==> src/shared/dcs_defines.vh <==
`ifndef DCS_DEFINES_VH
`define DCS_DEFINES_VH

// register offsets on the local port
`define DCS_ADDR_W 3
`define DCS_OFF_STATE 3'h0
`define DCS_OFF_FAULT 3'h1
`define DCS_OFF_DEVCTL 3'h4
`define DCS_OFF_CMD 3'h7

// command register fields
`define DCS_CMD_START 7
`define DCS_CMD_CONT 6
`define DCS_CMD_HALT 5
`define DCS_CMD_ABORT 4
`define DCS_CMD_IEN 3

// status register fields
`define DCS_ST_COMPLETE 7
`define DCS_ST_BLOCK 6
`define DCS_ST_DEVTERM 5
`define DCS_ST_ERR 4
`define DCS_ST_ACTIVE 3
`define DCS_ST_FALL 1
`define DCS_ST_LEVEL 0

// device control fields
`define DCS_DC_TYPE_HI 5
`define DCS_DC_TYPE_LO 4
`define DCS_DC_LINE_HI 2
`define DCS_DC_LINE_LO 0
`define DCS_DC_MASK 8'h37

// device type and line function codes
`define DCS_TYPE_ACK_RDY 2'h3
`define DCS_LINE_STAT_IRQ 3'h1
`define DCS_LINE_ABORT 3'h3

// fault codes
`define DCS_FAULT_W 5
`define DCS_FAULT_NONE 5'h00
`define DCS_FAULT_TIMING 5'h02
`define DCS_FAULT_EXT_ABORT 5'h10
`define DCS_FAULT_SW_ABORT 5'h11

`define DCS_ZERO8 8'h00

`endif

==> src/core/dcs_channel.v <==
// Decided for this implementation: strobed register access and the address map.
`timescale 1ns/1ps
`default_nettype none
`include "dcs_defines.vh"

module dcs_channel (
  // clock and reset
  input wire core_clk,
  input wire nrst,
  // register port
  input wire [`DCS_ADDR_W-1:0] reg_addr,
  input wire [7:0] reg_wdata,
  input wire reg_wr,
  input wire reg_wide,
  input wire reg_rd,
  output reg [7:0] reg_rdata,
  // transfer engine side
  input wire count_zero,
  input wire dev_done,
  input wire xfer_error,
  input wire [`DCS_FAULT_W-1:0] xfer_error_code,
  input wire other_ctl_write,
  output reg start_pulse,
  output reg channel_running_flag,
  output reg halt_request,
  output reg continue_pending,
  output wire block_advance,
  output wire terminate,
  // peripheral and interrupt
  input wire periph_control_line,
  output wire interrupt_request_out
);

  // command register state
  reg start_request;
  reg software_abort;
  reg int_enable;

  // status register flags
  reg operation_complete_flag;
  reg block_done_flag;
  reg device_terminated_flag;
  reg err_flag;
  reg periph_line_fall_flag;

  // fault code and device control
  reg [`DCS_FAULT_W-1:0] fault_code;
  reg [7:0] dev_ctl;

  wire periph_line_level;
  wire line_fall;

  dcs_line_sync u_line_sync (
    .core_clk(core_clk),
    .nrst(nrst),
    .pin(periph_control_line),
    .level(periph_line_level),
    .fall(line_fall)
  );

  // decode
  wire wr_cmd = reg_wr && (reg_addr == `DCS_OFF_CMD);
  wire wr_state = reg_wr && (reg_addr == `DCS_OFF_STATE);
  wire wr_devctl = reg_wr && (reg_addr == `DCS_OFF_DEVCTL);
  wire wr_start = wr_cmd && reg_wdata[`DCS_CMD_START];
  wire wr_cont = wr_cmd && reg_wdata[`DCS_CMD_CONT];
  wire wr_abort = wr_cmd && reg_wdata[`DCS_CMD_ABORT];

  wire [1:0] dev_type = dev_ctl[`DCS_DC_TYPE_HI:`DCS_DC_TYPE_LO];
  wire [2:0] line_func = dev_ctl[`DCS_DC_LINE_HI:`DCS_DC_LINE_LO];
  // with ack and ready the line is the ready input, so its status is dropped
  wire line_used = (dev_type != `DCS_TYPE_ACK_RDY);

  // start faults; continue is sampled before this write lands
  wire start_fault = wr_start && (continue_pending
    || reg_wide
    || channel_running_flag);
  // any other control register touched while running
  wire ctl_fault = channel_running_flag && (wr_devctl || other_ctl_write);
  wire timing_fault = start_fault || ctl_fault;
  wire launch = wr_start && !start_fault;

  // terminations of a running channel
  wire ext_abort = channel_running_flag && line_used && line_fall
    && (line_func == `DCS_LINE_ABORT);
  wire sw_abort = channel_running_flag && (wr_abort || software_abort);
  wire run_error = channel_running_flag && xfer_error;
  wire count_end = channel_running_flag && count_zero;

  // a new fault code, if any, in priority order
  reg any_fault;
  reg [`DCS_FAULT_W-1:0] new_code;
  always @* begin
    any_fault = 1'b1;
    new_code = `DCS_FAULT_NONE;
    if (timing_fault) begin
      new_code = `DCS_FAULT_TIMING;
    end else if (run_error) begin
      new_code = xfer_error_code;
    end else if (sw_abort) begin
      new_code = `DCS_FAULT_SW_ABORT;
    end else if (ext_abort) begin
      new_code = `DCS_FAULT_EXT_ABORT;
    end else begin
      any_fault = 1'b0;
    end
  end

  // a refused start while running is a timing error that ends the run as well
  wire fault_stop = channel_running_flag && (timing_fault || run_error || sw_abort || ext_abort);
  assign block_advance = count_end && continue_pending && !fault_stop;
  wire normal_end = (count_end && !continue_pending) || (channel_running_flag && dev_done);
  assign terminate = fault_stop || normal_end;
  // a refused start is an error termination of its own
  wire complete_evt = terminate || start_fault;

  // command register
  always @(posedge core_clk) begin
    if (!nrst) begin
      start_request <= 1'b0;
      continue_pending <= 1'b0;
      halt_request <= 1'b0;
      software_abort <= 1'b0;
      int_enable <= 1'b0;
      start_pulse <= 1'b0;
    end else begin
      // the start bit lives for one clock only
      start_request <= wr_start;
      start_pulse <= launch;
      if (wr_cmd) begin
        halt_request <= reg_wdata[`DCS_CMD_HALT];
        int_enable <= reg_wdata[`DCS_CMD_IEN];
      end
      if (wr_cmd && reg_wdata[`DCS_CMD_ABORT]) begin
        software_abort <= 1'b1;
      end else if (launch) begin
        software_abort <= 1'b0;
      end
      // a write of one sets continue; a write of zero leaves it alone
      if (wr_cont) begin
        continue_pending <= 1'b1;
      end else if (count_end || fault_stop) begin
        continue_pending <= 1'b0;
      end
    end
  end

  // run state
  always @(posedge core_clk) begin
    if (!nrst) begin
      channel_running_flag <= 1'b0;
    end else if (launch) begin
      channel_running_flag <= 1'b1;
    end else if (terminate) begin
      channel_running_flag <= 1'b0;
    end
  end

  // status flags: a setting event wins over a clearing write in the same cycle
  wire [7:0] clr = wr_state ? reg_wdata : `DCS_ZERO8;
  wire err_evt = any_fault;
  wire fall_evt = line_fall && line_used;

  always @(posedge core_clk) begin
    if (!nrst) begin
      operation_complete_flag <= 1'b0;
      block_done_flag <= 1'b0;
      device_terminated_flag <= 1'b0;
      err_flag <= 1'b0;
      periph_line_fall_flag <= 1'b0;
    end else begin
      operation_complete_flag <= complete_evt
        || (operation_complete_flag && !clr[`DCS_ST_COMPLETE]);
      block_done_flag <= block_advance
        || (block_done_flag && !clr[`DCS_ST_BLOCK]);
      device_terminated_flag <= (channel_running_flag && dev_done && !fault_stop)
        || (device_terminated_flag && !clr[`DCS_ST_DEVTERM]);
      err_flag <= err_evt || (err_flag && !clr[`DCS_ST_ERR]);
      periph_line_fall_flag <= fall_evt
        || (periph_line_fall_flag && !clr[`DCS_ST_FALL]);
    end
  end

  // fault code: first one since the flag was cleared
  always @(posedge core_clk) begin
    if (!nrst) begin
      fault_code <= `DCS_FAULT_NONE;
    end else if (err_evt && (!err_flag || clr[`DCS_ST_ERR])) begin
      fault_code <= new_code;
    end else if (clr[`DCS_ST_ERR]) begin
      fault_code <= `DCS_FAULT_NONE;
    end
  end

  // device control; a write while running is refused and flagged
  always @(posedge core_clk) begin
    if (!nrst) begin
      dev_ctl <= `DCS_ZERO8;
    end else if (wr_devctl && !channel_running_flag) begin
      dev_ctl <= reg_wdata & `DCS_DC_MASK;
    end
  end

  // interrupt request
  wire line_irq = periph_line_fall_flag && line_used
    && (line_func == `DCS_LINE_STAT_IRQ);
  assign interrupt_request_out = int_enable
    && (operation_complete_flag || block_done_flag || line_irq);

  // read assembly
  reg [7:0] cmd_view;
  reg [7:0] state_view;
  always @* begin
    cmd_view = `DCS_ZERO8;
    cmd_view[`DCS_CMD_START] = 1'b0;
    cmd_view[`DCS_CMD_CONT] = continue_pending;
    cmd_view[`DCS_CMD_HALT] = halt_request;
    cmd_view[`DCS_CMD_ABORT] = software_abort;
    cmd_view[`DCS_CMD_IEN] = int_enable;
    state_view = `DCS_ZERO8;
    state_view[`DCS_ST_COMPLETE] = operation_complete_flag;
    state_view[`DCS_ST_BLOCK] = block_done_flag;
    state_view[`DCS_ST_DEVTERM] = device_terminated_flag;
    state_view[`DCS_ST_ERR] = err_flag;
    state_view[`DCS_ST_ACTIVE] = channel_running_flag;
    state_view[`DCS_ST_FALL] = periph_line_fall_flag && line_used;
    state_view[`DCS_ST_LEVEL] = periph_line_level && line_used;
  end

  // read data stand for the one cycle after the strobe
  always @(posedge core_clk) begin
    if (!nrst) begin
      reg_rdata <= `DCS_ZERO8;
    end else if (reg_rd) begin
      case (reg_addr)
        `DCS_OFF_CMD: reg_rdata <= cmd_view;
        `DCS_OFF_STATE: reg_rdata <= state_view;
        `DCS_OFF_FAULT: reg_rdata <= {3'h0, fault_code};
        `DCS_OFF_DEVCTL: reg_rdata <= dev_ctl;
        default: reg_rdata <= `DCS_ZERO8;
      endcase
    end else begin
      reg_rdata <= `DCS_ZERO8;
    end
  end

endmodule // dcs_channel

`default_nettype wire

==> src/core/dcs_line_sync.v <==
`timescale 1ns/1ps
`default_nettype none

// three-stage synchroniser; the level moves only once stages two and three agree
module dcs_line_sync (
  // clock and reset
  input wire core_clk,
  input wire nrst,
  // pin side
  input wire pin,
  // core side
  output reg level,
  output reg fall
);

  reg s1;
  reg s2;
  reg s3;

  always @(posedge core_clk) begin
    if (!nrst) begin
      s1 <= 1'b1;
      s2 <= 1'b1;
      s3 <= 1'b1;
      level <= 1'b1;
      fall <= 1'b0;
    end else begin
      s1 <= pin;
      s2 <= s1;
      s3 <= s2;
      fall <= 1'b0;
      if (s2 == s3) begin
        level <= s3;
        fall <= level & ~s3;
      end
    end
  end

endmodule // dcs_line_sync

`default_nettype wire

==> config.mk <==
export PLATFORM = sky130hd
export DESIGN_NAME = dcs_channel
export DESIGN_NICKNAME = d
export VERILOG_FILES = /design/src/core/dcs_channel.v /design/src/core/dcs_line_sync.v
export VERILOG_INCLUDE_DIRS = /design/src /design/src/shared
export SDC_FILE = /design/constraint.sdc
export NUM_CORES = 1
export LEC_CHECK = 0
export BUFFER_PORTS_ARGS = -buffer_cell sky130_fd_sc_hd__buf_2
export CAP_MARGIN = 20
export CORE_MARGIN = 4
export CORE_UTILIZATION = 30
export DETAILED_ROUTE_END_ITERATION = 10
export GPL_TIMING_DRIVEN = 0
export SLEW_MARGIN = 5
export SYNTH_ARGS = -nofsm -noshare
export SYNTH_HDL_FRONTEND = slang
export SYNTH_SLANG_ARGS = --single-unit
==> constraint.sdc <==
create_clock -name core_clk -period 3.5 [get_ports core_clk]
set_input_delay 0.175 -clock core_clk [delete_from_list [all_inputs] [get_ports core_clk]]
set_output_delay 0.175 -clock core_clk [all_outputs]
set_load 0.05 [all_outputs]
==> Word-level counts from Yosys, hierarchy flattened <==
Index checks and enable logic that the tools add are counted.
{ "op_classes": {"eq_ne": 7, "n_mux": 18, "bitwise_logic": 2, "n_reduce_logical": 70} }
{ "op_table": {"columns": ["op", "count"], "rows": [
  ["$logic_and A1 B1 Y1", 33],
  ["$pmux W8 S4", 1],
  ["$mux W5", 6],
  ["$logic_or A1 B1 Y1", 20],
  ["$logic_not A1 Y1", 10],
  ["$mux W1", 10],
  ["$mux W8", 1],
  ["$reduce_bool A2 Y1", 4],
  ["$eq A3 B1 Y1 const B", 2],
  ["$eq A3 B3 Y1 const B", 2],
  ["$reduce_and A2 Y1", 2],
  ["$eq A3 B2 Y1 const B", 1],
  ["$logic_not A3 Y1", 1],
  ["$ne A2 B2 Y1 const B", 1],
  ["$and A1 B1 Y1", 1],
  ["$eq A1 B1 Y1", 1],
  ["$not A1 Y1", 1]
]} }
{ "totals": {"ff_bits": 34, "output_inout_bits": 15, "word_cells": 116} }

==> Logic depth before layout (Yosys ltp) <==
Gate-level depths: netlist of the first run.
{ "depth": {"ltp_word": 12, "mapped_depth": 6, "ltp_nobuf": 5} }

==> Cells and area by module <==
A second synthesis of the first run with hierarchy kept.
{ "hier_totals": {"cells_unflattened": 175, "hier_area_um2": 1594.0} }
{ "modules_own_cells": {"columns": ["module", "n_inst", "cells_per_inst", "area_each_um2"], "rows": [
  ["dcs_channel", 1, 163, 1441.4],
  ["dcs_line_sync", 1, 12, 152.6]
]} }

==> Least setup slack after synthesis of the first run <==
Ideal clock, no wire load.
{ "synth_path": {"path_type": "reg-to-reg", "start": "register channel_running_flag", "end": "register block_done_flag", "setup_time_ns": 0.060, "arrival_time_ns": 2.135, "t_required_ns": 3.440, "slack_ns": 1.305, "path_stages_with_launch": 7, "path_buffers": 1, "period_less_slack_ns": 2.195, "cell_sequence": "dfxtp_1 > buf_2 > o21a_1 > a31oi_4 > nand4_4 > nor2_1 > o21a_1"} }
{ "synth_via": {"elab_chain_cells": 10, "word_cells_on_any_way": 18, "classes_between": "reduce/logical: 18"} }
{ "synth_rtl": {"columns": ["element", "line_no", "rtl"], "rows": [
  ["start, declared", "dcs_channel.v:24", "output reg channel_running_flag,"],
  ["start signal, assigned", "dcs_channel.v:151", "channel_running_flag <= 1'b0;"],
  ["start signal, assigned", "dcs_channel.v:153", "channel_running_flag <= 1'b1;"],
  ["start signal, assigned", "dcs_channel.v:155", "channel_running_flag <= 1'b0;"],
  ["$logic_or A1 B1 Y1", "dcs_channel.v:77", "|| channel_running_flag);"],
  ["$logic_and A1 B1 Y1", "dcs_channel.v:75", "wire start_fault = wr_start && (continue_pending"],
  ["$logic_or A1 B1 Y1", "dcs_channel.v:80", "wire timing_fault = start_fault || ctl_fault;"],
  ["$logic_or A1 B1 Y1 (3 in a row)", "dcs_channel.v:110", "wire fault_stop = channel_running_flag && (timing_fault || run_error || sw_abort || ext_abort);"],
  ["$logic_and A1 B1 Y1", "dcs_channel.v:110", null],
  ["$logic_not A1 Y1", "dcs_channel.v:111", "assign block_advance = count_end && continue_pending && !fault_stop;"],
  ["$logic_and A1 B1 Y1 (*)", "dcs_channel.v:111", null],
  ["via block_advance", "dcs_channel.v:27", "output wire block_advance,"],
  ["$logic_or A1 B1 Y1 (*)", "dcs_channel.v:174", "block_done_flag <= block_advance"],
  ["end signal, assigned", "dcs_channel.v:174", null],
  ["end, declared", "dcs_channel.v:41", "reg block_done_flag;"]
]} }
Mark *: on every way through the listed nets, which the timed path passes. The rest lies on a longest branch.
A chain may end at the register's enable or synchronous reset.

==> Worst setup path in the final report of the first run <==
{ "layout_path": {"start": "register dev_ctl[5]", "end": "output port terminate"} }
{ "layout_via": {"elab_chain_cells": 7} }
{ "layout_rtl": {"columns": ["element", "line_no", "rtl"], "rows": [
  ["start, declared", "dcs_channel.v:48", "reg [7:0] dev_ctl;"],
  ["start signal, assigned", "dcs_channel.v:198", "dev_ctl <= `DCS_ZERO8;"],
  ["start signal, assigned", "dcs_channel.v:200", "dev_ctl <= reg_wdata & `DCS_DC_MASK;"],
  ["$ne A2 B2 Y1 (no line)", null, null],
  ["$logic_and A1 B1 Y1 (3 in a row)", "dcs_channel.v:84", "wire ext_abort = channel_running_flag && line_used && line_fall"],
  ["$logic_or A1 B1 Y1", "dcs_channel.v:110", null],
  ["$logic_and A1 B1 Y1", "dcs_channel.v:110", null],
  ["$logic_or A1 B1 Y1", "dcs_channel.v:113", "assign terminate = fault_stop || normal_end;"],
  ["end, declared", "dcs_channel.v:28", "output wire terminate,"]
]} }
No other way between the ends.

==> metrics.md, run 1 <==
| Metric | Value |
|---|---|
| Status | completed |
| Initial antenna violation count | 0 |
| Post-route cell area | 1930 um2 |
| Port Buffers | 40 |
| Final nets | about 240 |
| Final core occ | between 40% and 50% |
| Syn_nets | between 150 and 200 |
| DIE AREA | 6220 um2 |
| Clock H-tree levels | 2 |
| Worst EP required | 3.32 ns |
| Share of post-route cells with drive strength above 1 | 26.6% |
| Initial Util | 31.5% |
| P&R area growth vs syn | 28.3% |
| Final hold violations | 0 |
| DP Cell Count | roughly 280 |
| Sequential area share after synthesis | a little under half |
| Fmax | approximately 0.50 GHz |
| Vias in the first global route | ~1.3k |
| Peak supply drop | approximately 0.00025 V |
| Largest stage delay on the critical path | 0.34 ns |
| Top Registers | reg_rdata (8), dev_ctl (5), fault_code (5) |
| Crit path time final | 1.99 ns |
| Non-filler cells, final | about 290 |
| CTS tree | done |
| Detail Route Antenna Nets | 0 |
| EDFF count, synth | 0 |
| Root Driver | clkbuf_8 |
| Max Root-Sink Buffers | 2 |
| Synth async-reset ratio | 0% |
| Mapped Cells | between 150 and 200 |
| Commonest non-fill, non-tap cells in the layout | buf_2 (42), dfxtp_1 (34), nor2_1 (23) |
| Synth Cell Area | ~1500 um2 |
| Max FO, Critical Path | 5 |
| Largest register FFs | 8 |
| Clock-pin transition on the worst setup and hold timing paths | roughly 0.070 ns |
| Final worst slack | 1.51 ns |
| CTS Hold Buffers Added | 0 |
| Startpoint types | register |
| # diodes | 0 |
| Worst-path cell chain | a21boi_0 > nand4_1 > nand4_4 > o21ai_1 > inv_1 > buf_2 |
| Placeable Area | 4790 um2 |
| Post-Route WL | 3750 um |
| Ys flop type | dfxtp_1 |
| Final Cycle Share | roughly 57% |
| Via count | 1340 |
| Post-CTS Setup Repair Bufs | 0 |
| Unique masters post-synth | 41 |
| Kind of critical path | reg -> out |
| Total gr overflow | 0 |
| # clock sinks | 34 |
| Per-instance average area after synthesis | a little under 9 um2 |
| DP Area | 1790 um2 |
| Endpoints failing setup | 0 |
| Clock Latency Late Sink | between 0.2 and 0.3 ns |
| Largest net degree at the start of global routing | 12 |
| Biggest register | reg_rdata |
| Clk_skew | about 0.0076 ns |
| First-pass GRT wire length | slightly above 6000 um |
| Seq cells post-synth | 34 |
| Residual DRC count | 0 |
| Max Slew Vio Count | 0 |
| Resize count post-CTS | 0 |
| CP endpoint kind | output pin |
| Worst-margin pin slew | approximately 0.57 ns |
| Rows | 25 |
| YS warnings | 0 |
| Worst slack at placement | around 1.8 ns |
| RSZ-0062 raised after global routing | false |
| Post-DR vias/cell | ~4.7 |
| Final setup TNS | 0 ns |
| Detail Placement HPWL | roughly 2900 um |
| GR Util All Layers | about 13% |
| Initial DRC count | 67 |
| Leak | 0.795 nW |
| Drt first pass iters | 4 |
| Tightest Hold Check Type | in -> reg |
| Die width | just under 80 um |
| Max Cap Viol | 0 |
| Commonest non-fill, non-tap cell in the layout | buf_2 |
| Slew margin rel. | about 62% |
| Crit path DAT | around 1.8 ns |
| Die height | just under 80 um |
| Routed wire per std cell | ~13 um |
| Inserted Clock Buffers | 5 |
| Placer congestion estimate | approximately 0.76 |
| Power density over the cells | between 400 and 500 nW/um2 |
| I/O Pins | around 40 |
| Crit-path slowest cell | dfxtp_1 |
power by group:
group | internal (mW) | total, mW | leakage, nW | switching (mW)
clock network | 0.304 | 0.446 | 0.0714 | 0.142
registers | 0.392 | 0.395 | 0.275 | 0.00351
logic | 0.0243 | 0.0625 | 0.449 | 0.0381
total | 0.720 | 0.904 | 0.795 | 0.184
worst paths after layout:
path	from	slack [ns]	end	depth (start not counted)
max reg2reg	channel_running_flag$_SDFFE_PN0P_	1.91	fault_code[0]$_SDFFE_PN0P_	6
min	periph_control_line	0.07	u_line_sync.s1$_SDFF_PN1_	2
max	dev_ctl[5]$_SDFFE_PN0P_	1.51	terminate	6
min reg2reg	u_line_sync.s1$_SDFF_PN1_	0.41	u_line_sync.s2$_SDFF_PN1_	1
through the flow:
stage	hold slack (ns)	total power, mW
floorplan	0.276	0.437
global placement	0.356	0.466
detailed placement	0.358	0.466
CTS	0.0576	0.914
global route	0.0562	0.940
finish	0.0677	0.904
worst max-delay path: cells and delay by family, from the launching register on:
| kind | cells | cell delay [ns] |
|---|---|---|
| buf+inv | 2 | 0.32 |
| simple gates | 2 | 0.51 |
| flops | 1 | 0.34 |
| compound gates | 2 | 0.36 |
routing by layer:
| layer | GRT usage [%] | share of wire, % |
|---|---|---|
| met1 | 17.3 | 48 |
| met5 | 0 | 0 |
| met3 | 3.63 | 5.5 |
| met4 | 6.01 | 1.7 |
| met2 | 19.4 | 44 |
synth_stat cells, types with 3 or more instances:
library cell	number	area share (%)
dfxtp_1	34	45
mux2i_1	7	4.7
nand2b_1	4	1.7
nand4_1	3	1.2
nor3_1	3	1.0
nor2b_1	3	1.2
a21oi_1	12	4.0
inv_1	7	1.7
o21a_1	3	1.5
clkbuf_1	5	1.2
a32o_1	3	2.0
nand2_1	19	4.7
nor2_1	23	5.7
a22oi_1	5	2.5
a31oi_1	4	1.7
nand3_1	4	1.3
cell families (layout without fill, tap and decap cells):
logic type / count (synthesis) / count (layout) / synth area share, %
multiplexers: 7 / 7 / 4.65
AO/OA/AOI/OAI: 43 / 43 / 20.7
flip-flops: 34 / 34 / 45.2
buffers and inverters: 15 / 63 / 4.40
AND/OR/NAND/NOR: 71 / 71 / 25.1
final cells by class:
cell class                 instances  area [um2]
tap                               67        83.8
clock buffer                       6        82.6
timing repair buffer              40         200
buffer                             8        40.0
fill                             504        2850
clock inverter                     2        60.1
sequential                        34         681
multi-input combinational        121         759
inverter                           7        26.3
Power figures use the tool's default switching activity.
==> inputs of run 2 (changes only) <==
Clock period 3.5 ns to 1.8 ns, I/O delays scaled along.
==> run 2 against run 1 <==
  * Final cell count up 2.8%
  * Flip-flop and latch count unchanged
  * Setup slack worse by 1.4 ns
  * Utilization up 1.9 points
  * Sequential share of layout area down 1.5 points
  * Critical path depth unchanged
==> metrics.md, run 2 (same netlist as run 1, synthesis figures left out) <==
| Metric | Value |
|---|---|
| Detail Route Antenna Nets | 0 (unchanged) |
| Clock-pin transition on the worst setup and hold timing paths | 0.07 ns (about the same) |
| Via count | 1401 (was 1340) |
| Final core occ | 42.3% (was 40.4%) |
| Vias in the first global route | 1323 (was 1322) |
| Commonest non-fill, non-tap cell in the layout | buf_2 (unchanged) |
| Crit path DAT | 1.65 ns (was 1.81 ns) |
| Kind of critical path | reg -> out (unchanged) |
| Leak | 0.837 nW (was 0.795 nW) |
| I/O Pins | 41 (unchanged) |
| RSZ-0062 raised after global routing | false (unchanged) |
| Commonest non-fill, non-tap cells in the layout | buf_2 (40), dfxtp_1 (33), nor2_1 (22) (was buf_2 (42), dfxtp_1 (34), nor2_1 (23)) |
| M1 WL | 1870 um (was 1820 um) |
| Placeable Area | 4790 um2 (unchanged) |
| Port Buffers | 40 (unchanged) |
| Routed wire per std cell | 13.3 um (was 13.2 um) |
| Inserted Clock Buffers | 5 (unchanged) |
| Initial DRC count | 79 (was 67) |
| DIE AREA | 6220 um2 (unchanged) |
| Final worst slack | 0.0646 ns (was 1.51 ns) |
| GR Util All Layers | 13.1% (was 13.0%) |
| Total gr overflow | 0 (unchanged) |
| Sequential power share | 43.6% (was 43.7%) |
| Largest net degree at the start of global routing | 12 (unchanged) |
| CTS tree | done (unchanged) |
| Worst slack at placement | 0.158 ns (was 1.80 ns) |
| Top Registers | reg_rdata (8), dev_ctl (5), fault_code (5) (unchanged) |
| Worst-margin pin slew | 0.594 ns (was 0.568 ns) |
| Max Cap Viol | 0 (unchanged) |
| # diodes | 0 (unchanged) |
| Final nets | 251 (was 243) |
| Wire length on met3 | 277 um (was 207 um) |
| Share of post-route cells with drive strength above 1 | 30.5% (was 26.6%) |
| Die height | 78.9 um (unchanged) |
| Max Root-Sink Buffers | 2 (unchanged) |
| Clk_skew | 0.00743 ns (was 0.00757 ns) |
| Status | completed (unchanged) |
| Largest register FFs | 8 (unchanged) |
| Post-DR vias/cell | 4.78 (was 4.70) |
| Max FO, Critical Path | 10 (was 5) |
| Crit path time final | roughly 1.7 ns |
| Max layer used | met4 (unchanged) |
| Endpoints failing setup | 0 (unchanged) |
| Fmax | roughly 0.58 GHz |
| Sw Ratio | 20.4% (about the same) |
| Final hold violations | 0 (unchanged) |
| Power density over the cells | 871 nW/um2 (was 468 nW/um2) |
| Peak supply drop | 0.000365 V (was 0.000251 V) |
| Root Driver | clkbuf_8 (unchanged) |
| Logic pwr share | 7.2% (was 6.9%) |
| Clock network power share | 49.2% (was 49.4%) |
| Sw Pwr | 0.361 mW (was 0.184 mW) |
| Drt first pass iters | 4 (unchanged) |
| DP Area | 1800 um2 (was 1790 um2) |
| P&R area growth vs syn | 34.5% (was 28.3%) |
| Die width | 78.9 um (unchanged) |
| Slew margin rel. | 60.3% (was 62.0%) |
| Residual DRC count | 0 (unchanged) |
| Clock Latency Late Sink | 0.28 ns (about the same) |
| P_int | 1.40 mW (was 0.720 mW) |
| Post-route cell area | 2030 um2 (was 1930 um2) |
| Final Cycle Share | a little under 100% |
| Detail Placement HPWL | 2900 um (was 2870 um) |
| Metal2 WL | 1740 um (was 1660 um) |
| Tightest Hold Check Type | in -> reg (unchanged) |
| Max Slew Vio Count | 0 (unchanged) |
| Initial Util | 31.5% (unchanged) |
| Startpoint types | register (unchanged) |
| Post-Route WL | 3910 um (was 3750 um) |
| Initial antenna violation count | 0 (unchanged) |
| CP endpoint kind | output pin (unchanged) |
| Placer congestion estimate | 0.798 (was 0.755) |
| Clock H-tree levels | 2 (unchanged) |
| # clock sinks | 34 (unchanged) |
| Rows | 25 (unchanged) |
| Biggest register | reg_rdata (unchanged) |
| Worst hold slack | 0.0407 ns (was 0.0677 ns) |
| Worst EP required | 1.71 ns (was 3.32 ns) |
| First-pass GRT wire length | 6380 um (was 6230 um) |
==> run 2: cell type report <==
type	instances	area, um2
Buffer	8	46.3
Clock buffer	6	82.6
Clock inverter	2	60.1
Fill cell	508	2760
Inverter	7	26.3
Multi-Input combinational cell	121	776
Sequential cell	34	682
Tap cell	67	83.8
Timing Repair Buffer	48	269
==> run 2: metrics by stage <==
step / std cells / power [mW] / setup TNS (ns)
after detailed placement: 277 / 0.908 / 0
after global routing: 293 / 1.84 / 0
after global placement: 277 / 0.908 / 0
after floorplan: 170 / 0.851 / -0.00595
final: 293 / 1.76 / 0
after CTS: 291 / 1.78 / 0
==> run 2: power by group through the flow <==
stage | logic (mW) | clock network, mW | registers [mW]
after global placement | 0.122 | 0 | 0.786
after detailed placement | 0.123 | 0 | 0.786
final | 0.127 | 0.868 | 0.769
after global routing | 0.141 | 0.926 | 0.770
after floorplan | 0.0610 | 0 | 0.790
after CTS | 0.127 | 0.885 | 0.768
==> run 2: worst paths after layout <==
path | end | slack [ns] | start | cells after the start
max | block_advance | 0.06 | channel_running_flag$_SDFFE_PN0P_ | 6
min | int_enable$_SDFFE_PN0N_ | 0.04 | reg_wdata[3] | 3
max reg2reg | fault_code[3]$_SDFFE_PN0P_ | 0.15 | continue_pending$_SDFFE_PN0P_ | 7
min reg2reg | u_line_sync.s2$_SDFF_PN1_ | 0.41 | u_line_sync.s1$_SDFF_PN1_ | 1
==> run 2: timing repair <==
action                                  CTS  global route
hold endpoints to repair                  1             0
hold buffers                              1             0
endpoints found under the setup margin    2             3
cloned                                    0             0
buffers inserted                          5             2
pin swaps                                 2             3
resized for setup                         3             5
==> run 2: layer usage <==
metal,GRT usage (%),vias up
li1,-,720
met1,17.9,626
met2,20.4,53
met3,3.06,2
met4,4.12,0
met5,0,-
==> run 2: critical path, cell delays in order, from the launching register on <==
cell and delay [ns]:
dfxtp_2 0.34, buf_6 0.14, o21a_1 0.13, a31oi_4 0.18, nand4_4 0.16, nor2_4 0.14, buf_2 0.26
